`config.mk`:
```
export PLATFORM = sky130hd
export DESIGN_NAME = ccout_timer
export DESIGN_NICKNAME = d
export VERILOG_FILES = /design/src/ccout_pkg.sv /design/src/ccout_timer.sv
export SDC_FILE = /design/constraint.sdc
export NUM_CORES = 1
export LEC_CHECK = 0
export BUFFER_PORTS_ARGS = -buffer_cell sky130_fd_sc_hd__buf_2
export CORE_MARGIN = 2
export CORE_UTILIZATION = 45
export DETAILED_ROUTE_END_ITERATION = 10
export HOLD_SLACK_MARGIN = 0.08
export PLACE_DENSITY = 0.75
export SLEW_MARGIN = 20
export SYNTH_ARGS = -nofsm -noshare
export SYNTH_HDL_FRONTEND = slang
export SYNTH_SLANG_ARGS = --single-unit
```
`constraint.sdc`:
```
create_clock -name core_clk -period 3.8 [get_ports core_clk]
set_input_delay 0.76 -clock core_clk [delete_from_list [all_inputs] [get_ports core_clk]]
set_output_delay 0.76 -clock core_clk [all_outputs]
set_load 0.03 [all_outputs]
```
`src/ccout_pkg.sv`:
```
// Purpose: Constants for the compare output timer block.
// Assumes: APB slave, 32-bit data, one aligned word per register.
// Notes: Offsets are byte addresses.
//
// How it works
// - Mode field zero leaves the waveform output unchanged at a match.
// - Normal mode: compare output follows waveform output one cycle later.
// - PWM with mode 01 makes a true/inverted pair with dead time.
// - PWM with other nonzero modes behaves like Normal output path.
// - Reset forces the compare output state to zero.
// - Nonzero mode field lets compare outputs replace port output values.
// - Pin direction stays under the direction bits; software sets them.
// - Complementary pin override uses only whether any mode bit is set; true pin needs PWM with mode 01.
// - Compare output state can be prepared while the pin driver is off.
// - Mode field write acts at the first compare match after it.
// - Force strobe applies the compare action at once in non-PWM modes.
// - Counting uses only PWM enables and waveform mode bits.
// - Normal mode counts up from zero to top, then restarts.
// - Outside PFC mode, counter clears on the cycle after it equals top.
// - Normal mode, mode 1 toggles the waveform output at each match.
// - Normal mode match clears (non-inverting) or sets (inverting) output.
// - Overflow flag sets as counter becomes zero; hardware only sets.
// - Software may write the counter value at any time.
// - Toggle frequency is clock over 2*(1+top); max clock over 2.
// - Normal mode: true pin disconnected, complementary pin shows output.
// - Mode zero drives the pin from the port output register.
// - Forced compare changes only the waveform output.
package ccout_pkg;
    localparam logic [7:0] OFS_CTRL = 8'h00;
    localparam logic [7:0] OFS_MODE = 8'h04;
    localparam logic [7:0] OFS_FORCE = 8'h08;
    localparam logic [7:0] OFS_COUNT = 8'h0C;
    localparam logic [7:0] OFS_TOP = 8'h10;
    localparam logic [7:0] OFS_CMP0 = 8'h14;
    localparam logic [7:0] OFS_DEAD = 8'h20;
    localparam logic [7:0] OFS_STATUS = 8'h24;
    localparam logic [7:0] OFS_PORT = 8'h28;
    localparam logic [7:0] OFS_DIR = 8'h2C;
    localparam int CMP_STRIDE = 4;
    // Control field positions
    localparam int CTRL_PWMA = 0;
    localparam int CTRL_PWMB = 1;
    localparam int CTRL_WGM_LO = 2;
    // Waveform mode encodings
    localparam logic [1:0] WGM_FAST = 2'h0;
    localparam logic [1:0] WGM_PFC = 2'h1;
    // Compare output mode encodings
    localparam logic [1:0] COM_OFF = 2'h0;
    localparam logic [1:0] COM_TOGGLE = 2'h1;
    localparam logic [1:0] COM_CLEAR = 2'h2;
    localparam logic [1:0] COM_SET = 2'h3;
    // Reset values
    localparam logic [9:0] RST_TOP = 10'h3FF;
    localparam logic [3:0] RST_CTRL = 4'h0;
    localparam logic [7:0] RST_DEAD = 8'h00;
endpackage

```
`src/ccout_timer.sv`:
```
// Purpose: Timer counter with compare output stages and dead-time pairs.
// Assumes: Single clock core_clk; APB slave answers with zero wait states.
// Notes: Pin p[2i] is the true pin, p[2i+1] the complementary pin.
//
// Added by the designer: the APB register port and the register offsets.
module ccout_timer #(
    parameter int CW = 10,
    parameter int NCH = 3
) (
    input wire logic core_clk,
    input wire logic reset_n,
    input wire logic psel,
    input wire logic penable,
    input wire logic pwrite,
    input wire logic [7:0] paddr,
    input wire logic [31:0] pwdata,
    output logic [31:0] prdata,
    output logic pready,
    output logic pslverr,
    output logic [2*NCH-1:0] pinOut,
    output logic [2*NCH-1:0] pinOe
);
    typedef enum logic [1:0] {
        CCOUT_NORMAL = 2'b00,
        CCOUT_FAST = 2'b01,
        CCOUT_PFC = 2'b10
    } ccout_mode_t;

    logic [3:0] ctrl_q;
    logic [2*NCH-1:0] comMode_q;
    logic [CW-1:0] count_q;
    logic [CW-1:0] top_q;
    logic [CW-1:0] cmp_q [NCH];
    logic [7:0] dead_q;
    logic ovf_q;
    logic [NCH-1:0] cmf_q;
    logic [2*NCH-1:0] port_q;
    logic [2*NCH-1:0] dir_q;
    logic down_q;
    logic block_q;
    logic [NCH-1:0] match_q;
    logic [NCH-1:0] wave_q;
    logic [NCH-1:0] waveDly_q;
    logic [NCH-1:0] ocTrue_q;
    logic [NCH-1:0] ocComp_q;
    logic [3:0] dtCnt_q [NCH];
    logic [31:0] rdata_q;
    logic err_q;

    ccout_mode_t mode;
    logic wrEn;
    logic setupRd;
    logic [NCH-1:0] matchNow;
    logic [NCH-1:0] forceHit;
    logic atTop;
    logic atBottom;
    logic [31:0] rdMux;
    logic rdErr;

    // Decodes channel index for compare value registers
    function automatic logic cmpSel(input logic [7:0] a, input int i);
        cmpSel = (a == 8'(ccout_pkg::OFS_CMP0 + ccout_pkg::CMP_STRIDE * i));
    endfunction

    // Next waveform level for one channel
    function automatic logic waveNext(
        input ccout_mode_t m,
        input logic [1:0] com,
        input logic w,
        input logic hit,
        input logic bot,
        input logic dn
    );
        logic r;
        r = w;
        if (com != ccout_pkg::COM_OFF)
        begin
            case (m)
                CCOUT_NORMAL:
                begin
                    if (hit)
                    begin
                        case (com)
                            ccout_pkg::COM_TOGGLE: r = ~w;
                            ccout_pkg::COM_CLEAR: r = 1'b0;
                            default: r = 1'b1;
                        endcase
                    end
                end
                CCOUT_FAST:
                begin
                    if (hit)
                        r = (com == ccout_pkg::COM_SET);
                    else if (bot)
                        r = (com != ccout_pkg::COM_SET);
                end
                CCOUT_PFC:
                begin
                    if (hit)
                        r = dn ^ (com == ccout_pkg::COM_SET);
                end
                default: r = w;
            endcase
        end
        waveNext = r;
    endfunction

    // Counting sequence picked only from the enables and mode bits
    always_comb
    begin
        if (!ctrl_q[ccout_pkg::CTRL_PWMA] && !ctrl_q[ccout_pkg::CTRL_PWMB])
            mode = CCOUT_NORMAL;
        else if (ctrl_q[ccout_pkg::CTRL_WGM_LO+:2] == ccout_pkg::WGM_PFC)
            mode = CCOUT_PFC;
        else
            mode = CCOUT_FAST;
    end

    assign pready = 1'b1;
    assign wrEn = psel && penable && pwrite;
    assign setupRd = psel && !penable;
    assign atTop = (count_q == top_q);
    assign atBottom = (count_q == '0);

    always_comb
    begin
        for (int i = 0; i < NCH; i++)
        begin
            // A counter write blocks matches in the following cycle
            matchNow[i] = (count_q == cmp_q[i]) && !block_q;
            forceHit[i] = wrEn && (paddr == ccout_pkg::OFS_FORCE) &&
                pwdata[i] && (mode == CCOUT_NORMAL);
        end
    end

    // Control registers
    always_ff @(posedge core_clk or negedge reset_n)
    begin
        if (!reset_n)
        begin
            ctrl_q <= ccout_pkg::RST_CTRL;
            comMode_q <= '0;
            top_q <= ccout_pkg::RST_TOP;
            dead_q <= ccout_pkg::RST_DEAD;
            port_q <= '0;
            dir_q <= '0;
            for (int i = 0; i < NCH; i++)
                cmp_q[i] <= '0;
        end
        else if (wrEn)
        begin
            case (paddr)
                ccout_pkg::OFS_CTRL: ctrl_q <= pwdata[3:0];
                // Read live at each match, so a change acts from the next one
                ccout_pkg::OFS_MODE: comMode_q <= pwdata[2*NCH-1:0];
                ccout_pkg::OFS_TOP: top_q <= pwdata[CW-1:0];
                ccout_pkg::OFS_DEAD: dead_q <= pwdata[7:0];
                ccout_pkg::OFS_PORT: port_q <= pwdata[2*NCH-1:0];
                ccout_pkg::OFS_DIR: dir_q <= pwdata[2*NCH-1:0];
                default:
                begin
                    for (int i = 0; i < NCH; i++)
                        if (cmpSel(paddr, i))
                            cmp_q[i] <= pwdata[CW-1:0];
                end
            endcase
        end
    end

    // Counter; a bus write wins over counting
    always_ff @(posedge core_clk or negedge reset_n)
    begin
        if (!reset_n)
        begin
            count_q <= '0;
            down_q <= 1'b0;
            block_q <= 1'b0;
        end
        else
        begin
            block_q <= wrEn && (paddr == ccout_pkg::OFS_COUNT);
            if (wrEn && (paddr == ccout_pkg::OFS_COUNT))
                count_q <= pwdata[CW-1:0];
            else if (mode == CCOUT_PFC)
            begin
                if (!down_q && atTop)
                begin
                    down_q <= 1'b1;
                    count_q <= count_q - CW'(1);
                end
                else if (down_q && atBottom)
                begin
                    down_q <= 1'b0;
                    count_q <= count_q + CW'(1);
                end
                else if (down_q)
                    count_q <= count_q - CW'(1);
                else
                    count_q <= count_q + CW'(1);
            end
            else
            begin
                down_q <= 1'b0;
                // Period top+1 gives toggle rate clk/(2*(1+top))
                if (atTop)
                    count_q <= '0;
                else
                    count_q <= count_q + CW'(1);
            end
        end
    end

    // Flags; set beats a software clear in the same cycle
    always_ff @(posedge core_clk or negedge reset_n)
    begin
        if (!reset_n)
        begin
            ovf_q <= 1'b0;
            cmf_q <= '0;
            match_q <= '0;
        end
        else
        begin
            match_q <= matchNow;
            if (wrEn && (paddr == ccout_pkg::OFS_STATUS))
            begin
                ovf_q <= ovf_q & ~pwdata[0];
                cmf_q <= cmf_q & ~pwdata[NCH:1];
            end
            if (mode == CCOUT_PFC)
            begin
                if (down_q && count_q == CW'(1))
                    ovf_q <= 1'b1;
            end
            else if (atTop && !(wrEn && paddr == ccout_pkg::OFS_COUNT))
                ovf_q <= 1'b1;
            // Force never sets these flags
            for (int i = 0; i < NCH; i++)
                if (match_q[i])
                    cmf_q[i] <= 1'b1;
        end
    end

    // Waveform output per channel
    always_ff @(posedge core_clk or negedge reset_n)
    begin
        if (!reset_n)
            wave_q <= '0;
        else
        begin
            for (int i = 0; i < NCH; i++)
            begin
                // Zero mode keeps the level force leaves counter alone
                wave_q[i] <= waveNext(mode, comMode_q[2*i+:2], wave_q[i],
                    matchNow[i] || forceHit[i],
                    atTop && mode == CCOUT_FAST, down_q);
            end
        end
    end

    // Dead-time stage; in Normal mode it is a one-cycle synchronizer
    always_ff @(posedge core_clk or negedge reset_n)
    begin
        if (!reset_n)
        begin
            waveDly_q <= '0;
            ocTrue_q <= '0;
            ocComp_q <= '0;
            for (int i = 0; i < NCH; i++)
                dtCnt_q[i] <= '0;
        end
        else
        begin
            for (int i = 0; i < NCH; i++)
            begin
                waveDly_q[i] <= wave_q[i];
                if (mode != CCOUT_NORMAL &&
                    comMode_q[2*i+:2] == ccout_pkg::COM_TOGGLE)
                begin
                    // Both off while the dead time runs
                    if (wave_q[i] != waveDly_q[i])
                    begin
                        dtCnt_q[i] <= wave_q[i] ? dead_q[7:4] : dead_q[3:0];
                        ocTrue_q[i] <= 1'b0;
                        ocComp_q[i] <= 1'b0;
                    end
                    else if (dtCnt_q[i] != 4'h0)
                        dtCnt_q[i] <= dtCnt_q[i] - 4'h1;
                    else
                    begin
                        ocTrue_q[i] <= waveDly_q[i];
                        ocComp_q[i] <= ~waveDly_q[i];
                    end
                end
                else
                begin
                    // Same path as Normal mode
                    dtCnt_q[i] <= 4'h0;
                    ocTrue_q[i] <= wave_q[i];
                    ocComp_q[i] <= wave_q[i];
                end
            end
        end
    end

    // Pin mux. Output state is kept whatever the direction bit, so it
    // can be prepared by a force before the driver turns on
    always_comb
    begin
        for (int i = 0; i < NCH; i++)
        begin
            pinOe[2*i] = dir_q[2*i];
            pinOe[2*i+1] = dir_q[2*i+1];
            pinOut[2*i] = port_q[2*i];
            pinOut[2*i+1] = port_q[2*i+1];
            // Any set bit overrides, whatever the mode
            if (|comMode_q[2*i+:2])
            begin
                pinOut[2*i+1] = ocComp_q[i];
                // True pin only carries the pair in complementary PWM
                if (mode != CCOUT_NORMAL &&
                    comMode_q[2*i+:2] == ccout_pkg::COM_TOGGLE)
                    pinOut[2*i] = ocTrue_q[i];
            end
        end
    end

    // Read mux
    always_comb
    begin
        rdMux = 32'h0;
        rdErr = 1'b0;
        case (paddr)
            ccout_pkg::OFS_CTRL: rdMux[3:0] = ctrl_q;
            ccout_pkg::OFS_MODE: rdMux[2*NCH-1:0] = comMode_q;
            ccout_pkg::OFS_FORCE: rdMux = 32'h0;
            ccout_pkg::OFS_COUNT: rdMux[CW-1:0] = count_q;
            ccout_pkg::OFS_TOP: rdMux[CW-1:0] = top_q;
            ccout_pkg::OFS_DEAD: rdMux[7:0] = dead_q;
            ccout_pkg::OFS_STATUS: rdMux[NCH:0] = {cmf_q, ovf_q};
            ccout_pkg::OFS_PORT: rdMux[2*NCH-1:0] = port_q;
            ccout_pkg::OFS_DIR: rdMux[2*NCH-1:0] = dir_q;
            default:
            begin
                rdErr = 1'b1;
                for (int i = 0; i < NCH; i++)
                begin
                    if (cmpSel(paddr, i))
                    begin
                        rdMux[CW-1:0] = cmp_q[i];
                        rdErr = 1'b0;
                    end
                end
            end
        endcase
    end

    // Read data and error are captured in the setup cycle
    always_ff @(posedge core_clk or negedge reset_n)
    begin
        if (!reset_n)
        begin
            rdata_q <= 32'h0;
            err_q <= 1'b0;
        end
        else if (setupRd)
        begin
            rdata_q <= rdMux;
            err_q <= rdErr;
        end
    end

    assign prdata = rdata_q;
    assign pslverr = err_q && psel && penable;
endmodule

```
* After elaboration in Yosys (flattened, before gate mapping) *
Index checks and enable logic that the tools add are counted.

word-level totals
  register bits = 124
  input port bits = 45
  output and inout port bits = 46
  logic and storage cells = 256

operators by class
  add/sub/neg operators = 5
  eq/ne operators = 50
  muxes and demuxes = 84
  bitwise logic cells = 15
  reduce and logical (&&, ||, !) cells = 70

operators by type and width
  operator                 number
  $mux W10                 9
  $mux W4                  12
  $mux W1                  47
  $eq A10 B10 Y1           4
  $pmux W4 S9              1
  $eq A8 B5 Y1 const B     4
  $eq A8 B6 Y1 const B     4
  $logic_and A1 B1 Y1      26
  $ne A3 B1 Y1 const B     6
  $eq A8 B4 Y1 const B     2
  $reduce_and A5 Y1        3
  $eq A2 B2 Y1 const B     7
  $pmux W2 S7              1
  $reduce_and A2 Y1        7
  $reduce_bool A2 Y1       7
  $ne A2 B1 Y1 const B     6
  $reduce_bool A4 Y1       3
  $reduce_or A6 Y1         2
  $sub A4 B1 Y4 const B    3
  $add A10 B1 Y10 const B  1
  $eq A10 B1 Y1 const B    1
  $eq A2 B1 Y1 const B     5
  $logic_not A10 Y1        1
  $mux W2                  5
  other kinds (26)         57

* Depth between registers and ports, before layout *
  depth after elaboration = 8
  depth in mapped cells = 9
  gate-level depth less buffers = 8

* Least setup slack after synthesis *
Ideal clock, no wire load.

  path type = input-to-reg
  start = input paddr[3]
  end = register cmp_q[14] in the netlist's numbering
  library setup time = 125 ps
  arrival = 2430 ps
  required time = 3675 ps
  slack = 1245 ps
  stages = 6
  path buffers = 2
  path through = clkbuf_1 -> nor4b_2 -> and2_0 -> nor2b_1 -> buf_2 -> mux2_2

on the way
  word-level cells in the longest chain between the ends = 4
  elaborated cells between the ends (all ways) = 10
  classes of those cells = 6 x eq/ne; 1 x bitwise; 3 x reduce/logical

RTL lines
  item                                        line                source
  start: declaration                          ccout_timer.sv:15   input wire logic [7:0] paddr,
  $eq A8 B6 Y1, or another cell as far along  ccout_timer.sv:152  case (paddr)
  $reduce_or A6 Y1 (no line)                  n/a
  $not A1 Y1 (no line)                        n/a
  $reduce_and A3 Y1 (no line) (*)             n/a
  end signal: indexed assignment              ccout_timer.sv:164  cmp_q[i] <= pwdata[CW-1:0];
  end: declaration                            ccout_timer.sv:33   logic [CW-1:0] cmp_q [NCH];

Every way passes the cells marked *; elsewhere a longest branch is shown, timed or not.
A chain may end at the register's enable or synchronous reset.

* Final worst setup path *
  start = register count_q[1]
  end = register count_q[1]

on the way
  word-level cells in the longest chain between the ends = 6
  elaborated cells between the ends (all ways) = 12
  classes of those cells = 2 x add/sub; 1 x eq/ne; 6 x mux; 3 x reduce/logical

RTL lines
  item                                                    line                                                        source
  start: declaration                                      ccout_timer.sv:31                                           logic [CW-1:0] count_q;
  start signal: assignment                                ccout_timer.sv:183                                          count_q <= pwdata[CW-1:0];
  start signal: assignment                                ccout_timer.sv:189                                          count_q <= count_q - CW'(1);
  start signal: assignment                                ccout_timer.sv:194                                          count_q <= count_q + CW'(1);
  $add A10 B1 Y10, or another cell as far along           ccout_timer.sv:194, ccout_timer.sv:199, ccout_timer.sv:208
  $mux W10 / $logic_and A1 B1 Y1 (equally long branches)  ccout_timer.sv:196, ccout_timer.sv:191
  $mux W10                                                ccout_timer.sv:191                                          else if (down_q && atBottom)
  $mux W10                                                ccout_timer.sv:186                                          if (!down_q && atTop)
  $mux W10 (*)                                            ccout_timer.sv:184                                          else if (mode == CCOUT_PFC)
  $mux W10 (*)                                            ccout_timer.sv:182                                          if (wrEn && (paddr == ccout_pkg::OFS_COUNT))

Marked as above.

==> summary.md <==
| Metric | Value |
|---|---|
| Final Slew Violations | 0 |
| Clock Tree Root | clkbuf_16 |
| Fin Hold WS | 0.374 ns |
| RSZ-0062 raised after global routing | false |
| TritonCTS clock tree | built |
| Vias per Instance | 5.85 |
| Max FO, Critical Path | 9 |
| Hpwl dp | 14000 um |
| Critical path cell sequence | inv_1 > ha_1 > or3b_2 > nor3_2 > nor2_1 > nand2b_1 > mux2_2 > o21ai_0 |
| Register area | 3120 um^2 |
| Cell taking the most area after synthesis | dfrtp_1 |
| Total Routed Length | 19800 um |
| FMAX | 0.376 GHz |
| Yosys warnings | 0 |
| Worst Setup SP | count_q[1] |
| Multi-input logic area | 3900 um^2 |
| Endpoints failing setup | 0 |
| Rows | 46 |
| R2R Setup Slk | 1.14 ns |
| Synthesized cell area | 7340 um^2 |
| Skew final | 0.00974 ns |
| Antenna fix cells | 0 |
| Final nets | 807 |
| Setup crit end kind | flop |
| Total GRT Usage | 0.233 |
| Most common cell in the netlist | dfrtp_1 |
| H-tree levels | 4 |
| CTS Sinks | 124 |
| Post-synth top cells | dfrtp_1 (114), mux2_2 (83), nand2_1 (49) |
| Library cells used by synthesis | 57 |
| Largest net degree at the start of global routing | 71 |
| Hold Crit Class | in2async |
| Synth top area share | 0.389 |
| R2r startpoint | count_q[1] |
| # Post-CTS Setup Buffers | 0 |
| Seq/Total Area, Yosys | 0.424 |
| Total CTS buffers | 17 |
| VDD IR max | 0.361 mV |
| # port buffers | 45 |
| CP peak stage delay | 0.57 ns |
| EDFF count, synth | 0 |
| Top FF cell, synth | dfrtp_1 |
| Buf/Inv on CP | 1 |
| # resized after CTS | 0 |
| Die Footprint | 17400 um^2 |
| Detailed Routing Iterations Pass 1 | 6 |
| Initial antenna violation count | 1 |
| Clock Latency Late Sink | 0.43 ns |
| CP Class | reg2reg |
| Dpl cells | 947 |
| Pleak | 3.85 nW |
| Share of cells above drive strength 1 | 0.254 |
| Via Count | 5724 |
| Synth Instances | 716 |
| Number of top-level pins | 91 |
| Drt initial violations | 580 |
| #FFs+latches synth | 124 |
| Critical Path AT | 3.00 ns |
| Layout area overhead | 12.9% |
| Longest Clk Path Bufs | 2 |
| Worst path top cell family by delay | simple AND/OR/NAND/NOR gates |
| Global-route wire length before repair | 31600 um |
| # DRC | 0 |
| Initial Util | 0.461 |
| Synth async-reset ratio | 1.00 |
| CTS clk-pin slew, worst paths | 0.06 ns |
| Power Density | 463 nW/um^2 |
| Worst r2r dst | count_q[1] |
| Final worst path period share | 0.701 |
| PnR Total Power | 3.84 mW |
| Die Y | 132 um |
| CP Launch Type | flop |
| Final GP Congestion | 0.946 |
| Fillers | 1425 |
| Setup_tns | 0 ns |
| Non-Filler Instances | 979 |
| Required time worst endpoint | 4.14 ns |
| Post-CTS Hold Buffers | 0 |
| Slew HR | 0.423 |
| Vias in the first global route | 5658 |
| Antenna Violating Nets Remaining | 0 |
| Run status | complete, no violations |
| Reg2Reg Depth | 8 |
| Fin. Hold Viols | 0 |
| Slowest-stage cell, CP | dfrtp_1 |
| Core region area | 15900 um^2 |
| Mean Syn Cell Area | 10.3 um^2 |
| Synth area leaders | dfrtp_1 (39%), mux2_2 (13%), xor2_1 (4.7%), dfstp_2 (3.6%), mux2i_1 (3.4%) |
| Slew @ Worst Pin | 0.861 ns |
| Min cycle time layout | 2.66 ns |
| Max cap viols | 0 |
| WL/cell | 20.2 um |
| Die Wd | 132 um |
| Total gr overflow | 0 |
==> flip-flops by register name, indices dropped and copies added, names as in the netlist, 4 cells and up <==
| name | cells |
|---|---|
| cmp_q | 30 |
| comMode_q | 6 |
| count_q | 10 |
| ctrl_q | 4 |
| dead_q | 8 |
| dtCnt_q | 12 |
| pinOe | 6 |
| port_q | 6 |
| prdata | 10 |
| top_q | 10 |
==> worst max-delay path by stage <==
| stage | end | depth (start not counted) |
|---|---|---|
| floorplan | cmp_q[14] | 6 |
| global placement | wave_q[1] | 7 |
| detailed placement | wave_q[0] | 7 |
| CTS | count_q[7] | 8 |
| global route | count_q[1] | 8 |
| finish | count_q[1] | 8 |
==> where the power goes <==
group / internal (mW) / switching, mW / total (mW)
Combinational: 0.241 / 0.324 / 0.566
Sequential: 1.38 / 0.205 / 1.58
Clock: 1.08 / 0.619 / 1.70
==> per-layer routing <==
metal / wire length [um] / track usage / vias to the layer above
met5: 0 / 0 / -
met4: 480 / 0.0888 / 0
met3: 1470 / 0.0500 / 42
met2: 9410 / 0.373 / 257
met1: 8440 / 0.311 / 2814
li1: - / - / 2611
==> logic make-up (layout without fill, tap and decap cells) <==
group / after synthesis / in the layout / share of synthesized area
buffers and inverters: 82 / 108 / 0.0559
other: 2 / 23 / 0.00102
multiplexers: 108 / 108 / 0.161
XOR/XNOR: 63 / 63 / 0.0752
AND/OR/NAND/NOR: 190 / 190 / 0.137
flip-flops: 124 / 124 / 0.424
adder cells (fa/ha/maj): 12 / 12 / 0.0204
AO/OA/AOI/OAI: 135 / 135 / 0.125
==> through the flow <==
stage	cell area [um^2]	worst slack (ns)	utilization
3_5_place_dp	7680	0.905	0.482
4_1_cts	8290	1.15	0.520
6_report	8290	1.14	0.520
3_3_place_gp	7680	0.922	0.482
2_1_floorplan	7420	1.25	-
5_1_grt	8290	1.00	0.520
==> area by class of cell <==
class                      instances  share of cell area
clock buffer                      21              0.0567
clock inverter                    11              0.0171
inverter                          21             0.00951
multi-input combinational        531               0.470
sequential                       124               0.376
tap                              216              0.0326
timing repair buffer              55              0.0380
==> cell usage in the layout (no fill, tap or decap), types with 4 or more instances in the layout <==
cell type,n
a211oi_1,13
a21o_1,7
a21oi_1,23
a222oi_1,8
a22oi_1,20
a31oi_1,5
and3_1,7
buf_2,44
buf_4,10
clkbuf_16,17
clkinv_2,4
conb_1,23
dfrtp_1,114
dfstp_2,10
ha_1,12
inv_1,21
mux2_2,83
mux2i_1,25
nand2_1,49
nand2b_1,7
nand3_1,13
nand3b_1,4
nor2_1,47
nor2b_1,4
nor3_1,12
nor3_2,5
nor3b_1,6
nor4_1,11
o21ai_0,27
o22ai_1,11
o31ai_1,5
xnor2_1,24
xor2_1,39
(Power assumes the default switching activity.)
